===== src/inc/oscc_pkg.sv =====
// Constants and types for the oscillator enable and stability block.
// Assumes a 125 MHz APB clock; register offsets are byte addresses.
package oscc_pkg;
    // Clock and stabilisation timing
    localparam int CLK_NS        = 8;
    localparam int RC_STABLE_NS  = 4000;
    localparam int XT_STABLE_NS  = 6000;
    localparam int RC_STABLE_CYC = (RC_STABLE_NS + CLK_NS - 1) / CLK_NS;
    localparam int XT_STABLE_CYC = (XT_STABLE_NS + CLK_NS - 1) / CLK_NS;
    localparam int CNT_W         = 10;

    // Register byte offsets
    localparam logic [7:0] OFF_HALT = 8'h00;
    localparam logic [7:0] OFF_RC   = 8'h04;
    localparam logic [7:0] OFF_XT   = 8'h08;
    localparam logic [7:0] OFF_STS  = 8'h0C;
    localparam logic [7:0] OFF_MSK  = 8'h10;
    localparam logic [7:0] OFF_MODE = 8'h14;

    // Field positions
    localparam int HALT_LS_BIT = 0;
    localparam int HALT_HS_BIT = 1;
    localparam int RC_EN_BIT   = 0;
    localparam int RC_FLG_BIT  = 1;
    localparam int RC_SEL_LSB  = 2;
    localparam int XT_EN_BIT   = 0;
    localparam int XT_FLG_BIT  = 1;
    localparam int XT_MODE_BIT = 2;
    localparam int EV_RC_BIT   = 0;
    localparam int EV_XT_BIT   = 1;

    // Reset values
    localparam logic [1:0] RC_SEL_RST = 2'h0;
    localparam logic       RC_EN_RST  = 1'b1;
    localparam logic       XT_EN_RST  = 1'b0;
    localparam logic       XT_MD_RST  = 1'b0;

    // Frequency codes in MHz
    localparam logic [4:0] MHZ_8  = 5'h08;
    localparam logic [4:0] MHZ_12 = 5'h0C;
    localparam logic [4:0] MHZ_16 = 5'h10;

    typedef enum logic [2:0] {
        OSCC_RUN, OSCC_SLEEP, OSCC_IDLE0, OSCC_IDLE1, OSCC_IDLE2
    } oscc_mode_t;

    typedef struct packed {
        logic [1:0] freq_sel;
        logic       enable;
    } oscc_rc_t;

    typedef struct packed {
        logic range_mode;
        logic enable;
    } oscc_xt_t;
endpackage


===== src/hdl/oscc_top.sv =====
// Oscillator enable, frequency select and stability tracking over APB.
// Assumes the core pulses halt_req/wake_req synchronously to pclk.
`timescale 1ns/1ps
module oscc_top (
    input  wire logic        pclk,
    input  wire logic        presetn,
    input  wire logic        psel,
    input  wire logic        penable,
    input  wire logic        pwrite,
    input  wire logic [7:0]  paddr,
    input  wire logic [31:0] pwdata,
    output logic      [31:0] prdata,
    output logic             pready,
    output logic             pslverr,
    input  wire logic        halt_req,
    input  wire logic        wake_req,
    output logic             hs_osc_run,
    output logic             ls_osc_run,
    output logic             rc_osc_on,
    output logic      [4:0]  rc_freq_mhz,
    output logic             xt_osc_on,
    output logic             xt_range_out,
    output logic      [2:0]  halt_mode,
    output logic             irq
);
    localparam int CNT_W = oscc_pkg::CNT_W;
    localparam logic [CNT_W-1:0] RC_LOAD =
        CNT_W'(oscc_pkg::RC_STABLE_CYC);
    localparam logic [CNT_W-1:0] XT_LOAD =
        CNT_W'(oscc_pkg::XT_STABLE_CYC);

    oscc_pkg::oscc_rc_t   rc_q, rc_d;
    oscc_pkg::oscc_xt_t   xt_q, xt_d;
    oscc_pkg::oscc_mode_t mode_q, mode_d;
    logic             hs_keep_q, hs_keep_d, ls_keep_q, ls_keep_d;
    logic             rc_flg_q, rc_flg_d, xt_flg_q, xt_flg_d;
    logic [CNT_W-1:0] rc_cnt_q, rc_cnt_d, xt_cnt_q, xt_cnt_d;
    logic [1:0]       rc_appl_q, rc_appl_d;
    logic [1:0]       sts_q, sts_d, msk_q, msk_d;
    logic             rc_restart, xt_restart, wr_en, rd_en;
    logic [31:0]      rdat;
    logic             hit;

    // Bus strobes: one wait state, write lands with pready high
    assign wr_en = psel & penable & pwrite & pready;
    assign rd_en = psel & penable & ~pready;

    // Read mux; upper bits of each register stay zero
    always_comb begin
        rdat = 32'h0;
        hit  = 1'b1;
        case (paddr)
            oscc_pkg::OFF_HALT: begin
                rdat[oscc_pkg::HALT_LS_BIT] = ls_keep_q;
                rdat[oscc_pkg::HALT_HS_BIT] = hs_keep_q;
            end
            oscc_pkg::OFF_RC: begin
                rdat[oscc_pkg::RC_EN_BIT]  = rc_q.enable;
                rdat[oscc_pkg::RC_FLG_BIT] = rc_flg_q;
                rdat[oscc_pkg::RC_SEL_LSB +: 2] = rc_q.freq_sel;
            end
            oscc_pkg::OFF_XT: begin
                rdat[oscc_pkg::XT_EN_BIT]   = xt_q.enable;
                rdat[oscc_pkg::XT_FLG_BIT]  = xt_flg_q;
                rdat[oscc_pkg::XT_MODE_BIT] = xt_q.range_mode;
            end
            oscc_pkg::OFF_STS:  rdat[1:0] = sts_q;
            oscc_pkg::OFF_MSK:  rdat[1:0] = msk_q;
            oscc_pkg::OFF_MODE: rdat[2:0] = mode_q;
            default:            hit = 1'b0;
        endcase
    end

    // Register writes; flag bits are never written
    always_comb begin
        hs_keep_d = hs_keep_q;
        ls_keep_d = ls_keep_q;
        rc_d      = rc_q;
        xt_d      = xt_q;
        msk_d     = msk_q;
        if (wr_en) begin
            case (paddr)
                oscc_pkg::OFF_HALT: begin
                    ls_keep_d = pwdata[oscc_pkg::HALT_LS_BIT];
                    hs_keep_d = pwdata[oscc_pkg::HALT_HS_BIT];
                end
                oscc_pkg::OFF_RC: begin
                    rc_d.enable   = pwdata[oscc_pkg::RC_EN_BIT];
                    rc_d.freq_sel = pwdata[oscc_pkg::RC_SEL_LSB +: 2];
                end
                oscc_pkg::OFF_XT: begin
                    xt_d.enable     = pwdata[oscc_pkg::XT_EN_BIT];
                    xt_d.range_mode = pwdata[oscc_pkg::XT_MODE_BIT];
                end
                oscc_pkg::OFF_MSK: msk_d = pwdata[1:0];
                default: ;
            endcase
        end
    end

    // Stability timers; a disabled oscillator holds its flag low
    always_comb begin
        rc_restart = rc_d.enable &
            (~rc_q.enable | (rc_d.freq_sel != rc_q.freq_sel));
        xt_restart = xt_d.enable & ~xt_q.enable;
        rc_cnt_d = rc_cnt_q;
        rc_flg_d = rc_flg_q;
        xt_cnt_d = xt_cnt_q;
        xt_flg_d = xt_flg_q;
        if (!rc_d.enable) begin
            rc_cnt_d = RC_LOAD;
            rc_flg_d = 1'b0;
        end else if (rc_restart) begin
            rc_cnt_d = RC_LOAD;
            rc_flg_d = 1'b0;
        end else if (rc_cnt_q != '0) begin
            rc_cnt_d = rc_cnt_q - 1'b1;
            rc_flg_d = (rc_cnt_q == CNT_W'(1));
        end
        if (!xt_d.enable) begin
            xt_cnt_d = XT_LOAD;
            xt_flg_d = 1'b0;
        end else if (xt_restart) begin
            xt_cnt_d = XT_LOAD;
            xt_flg_d = 1'b0;
        end else if (xt_cnt_q != '0) begin
            xt_cnt_d = xt_cnt_q - 1'b1;
            xt_flg_d = (xt_cnt_q == CNT_W'(1));
        end
        // Old frequency holds until the oscillator has settled
        rc_appl_d = rc_flg_d ? rc_d.freq_sel : rc_appl_q;
    end

    // Sticky events; a new event wins over a same-cycle clear
    always_comb begin
        sts_d = sts_q;
        if (wr_en && paddr == oscc_pkg::OFF_STS)
            sts_d = sts_q & ~pwdata[1:0];
        sts_d[oscc_pkg::EV_RC_BIT] = sts_d[oscc_pkg::EV_RC_BIT] |
            (rc_flg_d & ~rc_flg_q);
        sts_d[oscc_pkg::EV_XT_BIT] = sts_d[oscc_pkg::EV_XT_BIT] |
            (xt_flg_d & ~xt_flg_q);
    end

    // Halt mode chosen from the keep bits at the halt
    always_comb begin
        mode_d = mode_q;
        case (mode_q)
            oscc_pkg::OSCC_RUN: begin
                if (halt_req) begin
                    case ({hs_keep_q, ls_keep_q})
                        2'b00:   mode_d = oscc_pkg::OSCC_SLEEP;
                        2'b01:   mode_d = oscc_pkg::OSCC_IDLE0;
                        2'b11:   mode_d = oscc_pkg::OSCC_IDLE1;
                        default: mode_d = oscc_pkg::OSCC_IDLE2;
                    endcase
                end
            end
            default: if (wake_req) mode_d = oscc_pkg::OSCC_RUN;
        endcase
    end

    // Control state registers
    always_ff @(posedge pclk or negedge presetn) begin
        if (!presetn) begin
            rc_q      <= '{freq_sel: oscc_pkg::RC_SEL_RST,
                           enable: oscc_pkg::RC_EN_RST};
            xt_q      <= '{range_mode: oscc_pkg::XT_MD_RST,
                           enable: oscc_pkg::XT_EN_RST};
            hs_keep_q <= 1'b0;
            ls_keep_q <= 1'b0;
            rc_flg_q  <= 1'b0;
            xt_flg_q  <= 1'b0;
            rc_cnt_q  <= RC_LOAD;
            xt_cnt_q  <= XT_LOAD;
            rc_appl_q <= oscc_pkg::RC_SEL_RST;
            sts_q     <= 2'h0;
            msk_q     <= 2'h0;
            mode_q    <= oscc_pkg::OSCC_RUN;
        end else begin
            rc_q      <= rc_d;
            xt_q      <= xt_d;
            hs_keep_q <= hs_keep_d;
            ls_keep_q <= ls_keep_d;
            rc_flg_q  <= rc_flg_d;
            xt_flg_q  <= xt_flg_d;
            rc_cnt_q  <= rc_cnt_d;
            xt_cnt_q  <= xt_cnt_d;
            rc_appl_q <= rc_appl_d;
            sts_q     <= sts_d;
            msk_q     <= msk_d;
            mode_q    <= mode_d;
        end
    end

    // Outputs registered from next values so they track the state
    always_ff @(posedge pclk or negedge presetn) begin
        if (!presetn) begin
            prdata       <= 32'h0;
            pready       <= 1'b0;
            pslverr      <= 1'b0;
            hs_osc_run   <= oscc_pkg::RC_EN_RST;
            ls_osc_run   <= 1'b1;
            rc_osc_on    <= oscc_pkg::RC_EN_RST;
            rc_freq_mhz  <= oscc_pkg::MHZ_8;
            xt_osc_on    <= 1'b0;
            xt_range_out <= 1'b0;
            halt_mode    <= 3'h0;
            irq          <= 1'b0;
        end else begin
            pready  <= rd_en | (psel & penable & pwrite & ~pready);
            pslverr <= psel & penable & ~pready & ~hit;
            prdata  <= (rd_en && !pwrite) ? rdat : 32'h0;
            hs_osc_run <= (rc_d.enable | xt_d.enable) &
                (mode_d == oscc_pkg::OSCC_RUN | hs_keep_d);
            ls_osc_run <= (mode_d == oscc_pkg::OSCC_RUN) | ls_keep_d;
            rc_osc_on    <= rc_d.enable;
            xt_osc_on    <= xt_d.enable;
            xt_range_out <= xt_d.range_mode;
            case (rc_appl_d)
                2'b01:   rc_freq_mhz <= oscc_pkg::MHZ_12;
                2'b10:   rc_freq_mhz <= oscc_pkg::MHZ_16;
                default: rc_freq_mhz <= oscc_pkg::MHZ_8;
            endcase
            halt_mode <= mode_d;
            irq       <= |(sts_d & msk_d);
        end
    end
endmodule


===== config.mk =====
export PLATFORM = sky130hd
export DESIGN_NAME = oscc_top
export DESIGN_NICKNAME = d
export VERILOG_FILES = /design/src/inc/oscc_pkg.sv /design/src/hdl/oscc_top.sv
export SDC_FILE = /design/constraint.sdc
export NUM_CORES = 1
export LEC_CHECK = 0
export BUFFER_PORTS_ARGS = -buffer_cell sky130_fd_sc_hd__buf_2
export CORE_MARGIN = 5
export CORE_UTILIZATION = 46
export CTS_CLUSTER_SIZE = 24
export DETAILED_ROUTE_END_ITERATION = 7
export MAX_ROUTING_LAYER = met4
export PLACE_DENSITY = 0.77
export SLEW_MARGIN = 0
export SYNTH_ARGS = -nofsm -noshare
export SYNTH_HDL_FRONTEND = slang
export SYNTH_SLANG_ARGS = --single-unit

===== constraint.sdc =====
create_clock -name pclk -period 1.9 [get_ports pclk]
set_input_delay 0.38 -clock pclk [delete_from_list [all_inputs] [get_ports pclk]]
set_output_delay 0.38 -clock pclk [all_outputs]
set_load 0.05 [all_outputs]

======== Yosys cells after proc, flatten, opt, wreduce, memory -nomap -nowiden ========
Cells that the tools add are included.
operators by class
  multiplexer cells ....................... 34
  $mul .................................... 0
  magnitude comparators ................... 0
  shifts and indexed selects .............. 0
  divide/modulo/power cells ............... 0
  bitwise gates (word level) .............. 27
  reductions and logical operators ........ 12
  $add $sub $neg .......................... 2
  eq/ne operators ......................... 14
operators with widths
  cell                   count
  $mux 10                6
  $eq 10x1->1 const B    2
  $reduce_bool 10->1     2
  $sub 10x1->10 const B  2
  $eq 8x4->1 const B     2
  $eq 8x5->1 const B     2
  $mux 3                 5
  $mux 1                 14
  $pmux 2 s6             1
  $and 1x1->1            11
  $pmux 5 s2             1
  $pmux 3 s3             1
  $eq 8x3->1 const B     1
  $logic_not 8->1        1
  $mux 2                 4
  $or 1x1->1             7
  $logic_not 3->1        2
  $ne 3x1->1 const B     2
  $not 1->1              6
  $reduce_or 6->1        1
  $and 2x2->2            2
  $eq 2x1->1 const B     2
  $eq 2x2->1 const B     2
  $mux 4                 1
  8 further kinds        9
word-level totals
  latch bits .............................. 0
  bits in read-only memories .............. 0
  word-level logic and storage cells ...... 110
  flip-flop bits (word level) ............. 52
  memories kept ........................... 0
  bits in writable memories ............... 0
  output and inout port bits .............. 48

======== Logic depth before layout (Yosys ltp) ========
  word-level depth ........................ 13
  gate-level depth with buffers ........... 8

======== Worst setup path before layout ========
No wires, ideal clock.
  path kind ............................... flip-flop to flip-flop
  start ................................... reg pready
  end ..................................... reg rc_appl_q[0]
  slack ................................... -0.354 ns
  data required time ...................... 1.775 ns
  data arrival time ....................... 2.129 ns
  cell stages (with the launch flop) ...... 8
  path through ............................ dfrtp_1 > and4_4 > and4_1 > buf_6 > a21bo_4 > or3_4 > buf_6 > mux2_4
on the way
  longest elaborated chain between the ends .. 8
ends and longest elaborated chain
  what                    line             RTL
  start, declared         oscc_top.sv:13   output logic pready,
  start signal, assigned  oscc_top.sv:211  pready <= rd_en | (psel & penable & pwrite & ~pready);
  $and 1x1->1 *           oscc_top.sv:45   assign wr_en = psel & penable & pwrite & pready;
  $mux 3 *                oscc_top.sv:81   if (wr_en) begin
  $ne 2x2->1              oscc_top.sv:104  (~rc_q.enable | (rc_d.freq_sel != rc_q.freq_sel));
  $or 1x1->1              oscc_top.sv:104
  $and 1x1->1             oscc_top.sv:103  rc_restart = rc_d.enable &
  $mux 1                  oscc_top.sv:113  end else if (rc_restart) begin
  $mux 1                  oscc_top.sv:110  if (!rc_d.enable) begin
  $mux 2 *                oscc_top.sv:131  rc_appl_d = rc_flg_d ? rc_d.freq_sel : rc_appl_q;
  named net rc_appl_d[0]  oscc_top.sv:38   logic [1:0] rc_appl_q, rc_appl_d;
  end signal, assigned    oscc_top.sv:176  rc_appl_q <= oscc_pkg::RC_SEL_RST;
  end signal, assigned    oscc_top.sv:189  rc_appl_q <= rc_appl_d;
  end, declared           oscc_top.sv:38
Mark *: on every way through the listed nets, which the timed path passes. The rest lies on a longest branch.
A chain may end at the register's enable or synchronous reset.

======== Final worst setup path ========
  start ................................... reg pready
  end ..................................... reg irq
RTL lines
  what                  line             RTL
  $and 1x1->1 *         oscc_top.sv:45
  $mux 1                oscc_top.sv:81
  $and 1x1->1           oscc_top.sv:105  xt_restart = xt_d.enable & ~xt_q.enable;
  $mux 1                oscc_top.sv:123  end else if (xt_restart) begin
  $mux 1                oscc_top.sv:120  if (!xt_d.enable) begin
  $and 1x1->1           oscc_top.sv:142  (xt_flg_d & ~xt_flg_q);
  $or 1x1->1 *          oscc_top.sv:141  sts_d[oscc_pkg::EV_XT_BIT] = sts_d[oscc_pkg::EV_XT_BIT] |
  named net sts_d[1]    oscc_top.sv:39   logic [1:0] sts_q, sts_d, msk_q, msk_d;
  $and 2x2->2 *         oscc_top.sv:226  irq <= |(sts_d & msk_d);
  $reduce_or 2->1 *     oscc_top.sv:226
  end signal, assigned  oscc_top.sv:226
  end, declared         oscc_top.sv:24   output logic irq
Marked as above.

==> impl_metrics.csv <==
group,metric,value,unit
critical_path,cp-end-kind,"register",
critical_path,cp_slowest_stage_delay,360,ps
synthesis,synth_edf_count,0,
grt,grt_pass1_vias,1948,
placed_design,dp_slack,-307.6,ps
layout,num_antenna_cells,0,
timing,rsz0062_at_grt,"yes",
timing,fin_crit_sh,96.36,%
critical_path,path_cells,"and4_4, buf_4, nand3_1, buf_4, o31ai_1, o41ai_1, a22o_1",
timing,slew_viol_final,0,
layout,drive_gt1_share,33.13,%
timing,worst_pin_slew,538.0,ps
floorplanning,dieArea,7787,um^2
timing,slew_headroom,63.81,%
synthesis,yosysTopAreaCellShare,29.32,%
critical_path,crit_family,"compound AO/OA/AOI/OAI gates",
detailed_routing,finalWirelength,5.426,mm
critical_path,worstPathMaxFanout,4,
synthesis,netlist_area,2816,um^2
synthesis,async_flop_share,100.0,%
placed_design,place_hpwl,4.061,mm
timing,setup_violations,0,
clocking,cts_made_buffers,5,
layout,final_cells,407,
critical_path,required,2090,ps
detailed_routing,ant_nets,0,
synthesis,avgSynthCellArea,10.35,um^2
critical_path,crit_start,"pready",
clocking,htree_num_levels,2,
clocking,clkTransAtPathRegs,90,ps
detailed_routing,drt_first_pass_iters,4,
detailed_routing,num_vias,2038,
placed_design,portBuffers,36,
grt,track_usage,14.91,%
floorplanning,die_w,88.25,um
synthesis,synth_ff_type,"dfrtp_1",
grt,grt_max_degree,51,
timing,holdWs,44.49,ps
timing,fmax,546.2,MHz
timing,fin_skew,9.455,ps
critical_path,r2r-start,"pready",
synthesis,syn_inst,272,
critical_path,crit_slowest_cell,"dfrtp_2",
detailed_routing,drt-initial-drc-count,55,
run_status,status,"complete, no violations",
pwr,peakVddDrop,0.0005286,V
clocking,cts_tree,"yes",
floorplanning,coreArea,5921,um^2
grt,grt_first_pass_wirelength,8.804,mm
synthesis,ys_seq_area_share,45.18,%
timing,finalSetupTns,0,ps
pwr,finalPower,2.286,mW
layout,synthToLayoutAreaGrowth,17.19,%
placed_design,gp_congestion,0.8287,
min_path,hp-class,"in2async",
synthesis,yosys-top-cells-area,"dfrtp_1 (29%), dfstp_2 (16%), buf_4 (8.0%)",
clocking,clk_latency,310,ps
clocking,cts_hold_buf,0,
pwr,leakagePower,1.546,nW
timing,layout_setup_ws,69.25,ps
grt,grt_remaining_overflow,0,
run,cap_violations,0,
critical_path,cp.arrival,2020,ps
floorplanning,row_count,28,
critical_path,path_class,"reg2reg",
synthesis,synth_area_leader_cell,"dfrtp_1",
floorplanning,start_util,47.57,%
synthesis,ys_warn_count,0,
floorplanning,die_y,88.25,um
floorplanning,num_io_pins,95,
placed_design,placedCellCount,399,
detailed_routing,via_per_inst,5.007,
critical_path,cp-start-kind,"register",
clocking,clock_sinks,50,
synthesis,ys_ff_latch,50,
timing,finalCriticalPeriod,1831,ps
detailed_routing,wl_per_cell,13.33,um
detailed_routing,drc,0,
timing,finalHoldViolCount,0,
clocking,root_buffer,"clkbuf_8",
layout,nets,387,
critical_path,critPathMostFrequentCell,"buf_4",
layout,final_cell_mix,"buf_2 (36), dfrtp_1 (32), conb_1 (30), nand2_1 (24), buf_4 (21)",
pwr,powerDensity,692.7,nW/um^2
grt,antenna_found_initial,0,
layout,fillCellCount,534,
critical_path,worst-path-buf-inv,2,
synthesis,synth_cell_types,47,
clocking,clock_path_buffers,2,
layout,final_common_cell,"buf_2",
## worst register-to-register path, delay by kind of cell, from the launching register on
| kind | cells | cell delay (ps) |
|---|---|---|
| AO/OA/AOI/OAI | 3 | 680 |
| buffers and inverters | 2 | 320 |
| flip-flops | 1 | 360 |
| AND/OR/NAND/NOR | 2 | 360 |
## power breakdown
group | leakage, nW | switching, mW | internal, mW | total (mW)
combinational | 0.840 | 0.238 | 0.0544 | 0.293
sequential | 0.635 | 0.00709 | 1.08 | 1.08
clock | 0.0714 | 0.347 | 0.561 | 0.908
## layout make-up
| type | instances | area (um^2) | share of cell area [%] |
|---|---|---|---|
| Clock inverter | 2 | 60.06 | 1.820 |
| Inverter | 11 | 41.29 | 1.251 |
| Tap cell | 75 | 93.84 | 2.843 |
| Timing Repair Buffer | 58 | 357.8 | 10.84 |
| Multi-Input combinational cell | 205 | 1391 | 42.15 |
| Clock buffer | 6 | 82.58 | 2.502 |
| Sequential cell | 50 | 1274 | 38.59 |
## flip-flops by register name, summed over array words and instances, names as in the netlist, 2 cells and up
signal / cells
halt_mode: 3
rc_appl_q: 2
sts_q: 2
rc_cnt_q: 10
xt_cnt_q: 10
msk_q: 2
rc_q: 2
prdata: 4
rc_freq_mhz: 3
## logic make-up (layout without fill, tap and decap cells)
family | after synthesis | after routing | synth area share [%]
mux | 19 | 19 | 7.819
other cells | 1 | 30 | 0.1331
compound gates | 30 | 30 | 7.952
simple gates | 100 | 100 | 18.70
xor+xnor | 17 | 17 | 5.286
flops | 50 | 50 | 45.18
fa+ha+maj | 9 | 9 | 3.998
buf+inv | 46 | 77 | 10.93
## final timing paths
| check | to | slack [ps] | cells after the start |
|---|---|---|---|
| setup / recovery | irq | 70 | 7 |
| hold / removal | msk_q[0] | 40 | 2 |
| setup reg to reg | irq | 70 | 7 |
| hold reg to reg | xt_cnt_q[9] | 520 | 2 |
| max in group asynchronous | rc_cnt_q[5] | 1580 | 2 |
| min in group pclk | halt_mode[2] | 320 | 2 |
## metrics by stage
stage	utilization, %	instance area (um^2)
after floorplan	-	2933
after global placement	52.66	3118
after detailed placement	52.66	3118
after CTS	54.99	3256
after global routing	55.75	3301
final	55.75	3301
## metal layers
metal | track usage, % | wire (um) | up-vias | part of all wire, %
met5 | - | 0 | - | 0
met4 | 5.495 | 74 | 0 | 1.4
met3 | 3.352 | 367 | 8 | 6.8
met2 | 24.68 | 2703 | 53 | 50
met1 | 17.80 | 2281 | 971 | 42
li1 | - | - | 1006 | -
## Yosys cell counts (all sizes together), types with 2 or more instances
cell,number
a211oi,2
a21boi,3
a21oi,2
a31oi,2
and3,3
and4,4
buf,34
dfrtp,33
dfstp,17
ha,9
inv,11
mux2,15
mux2i,4
nand2,24
nand2b,9
nand3,13
nand3b,3
nand4b,2
nor2,19
nor2b,2
nor3,6
nor3b,3
nor4,6
o211ai,3
o21ai,8
o31ai,2
o41ai,3
xnor2,6
xor2,11
## repair_timing
action,4_1_cts,5_1_grt
setup buffers,0,1
hold endpoints to repair,0,0
pin swaps,1,1
gates resized for setup,2,5
endpoints found under the setup margin,5,20
No activity file was read; power rests on OpenSTA's default activity.
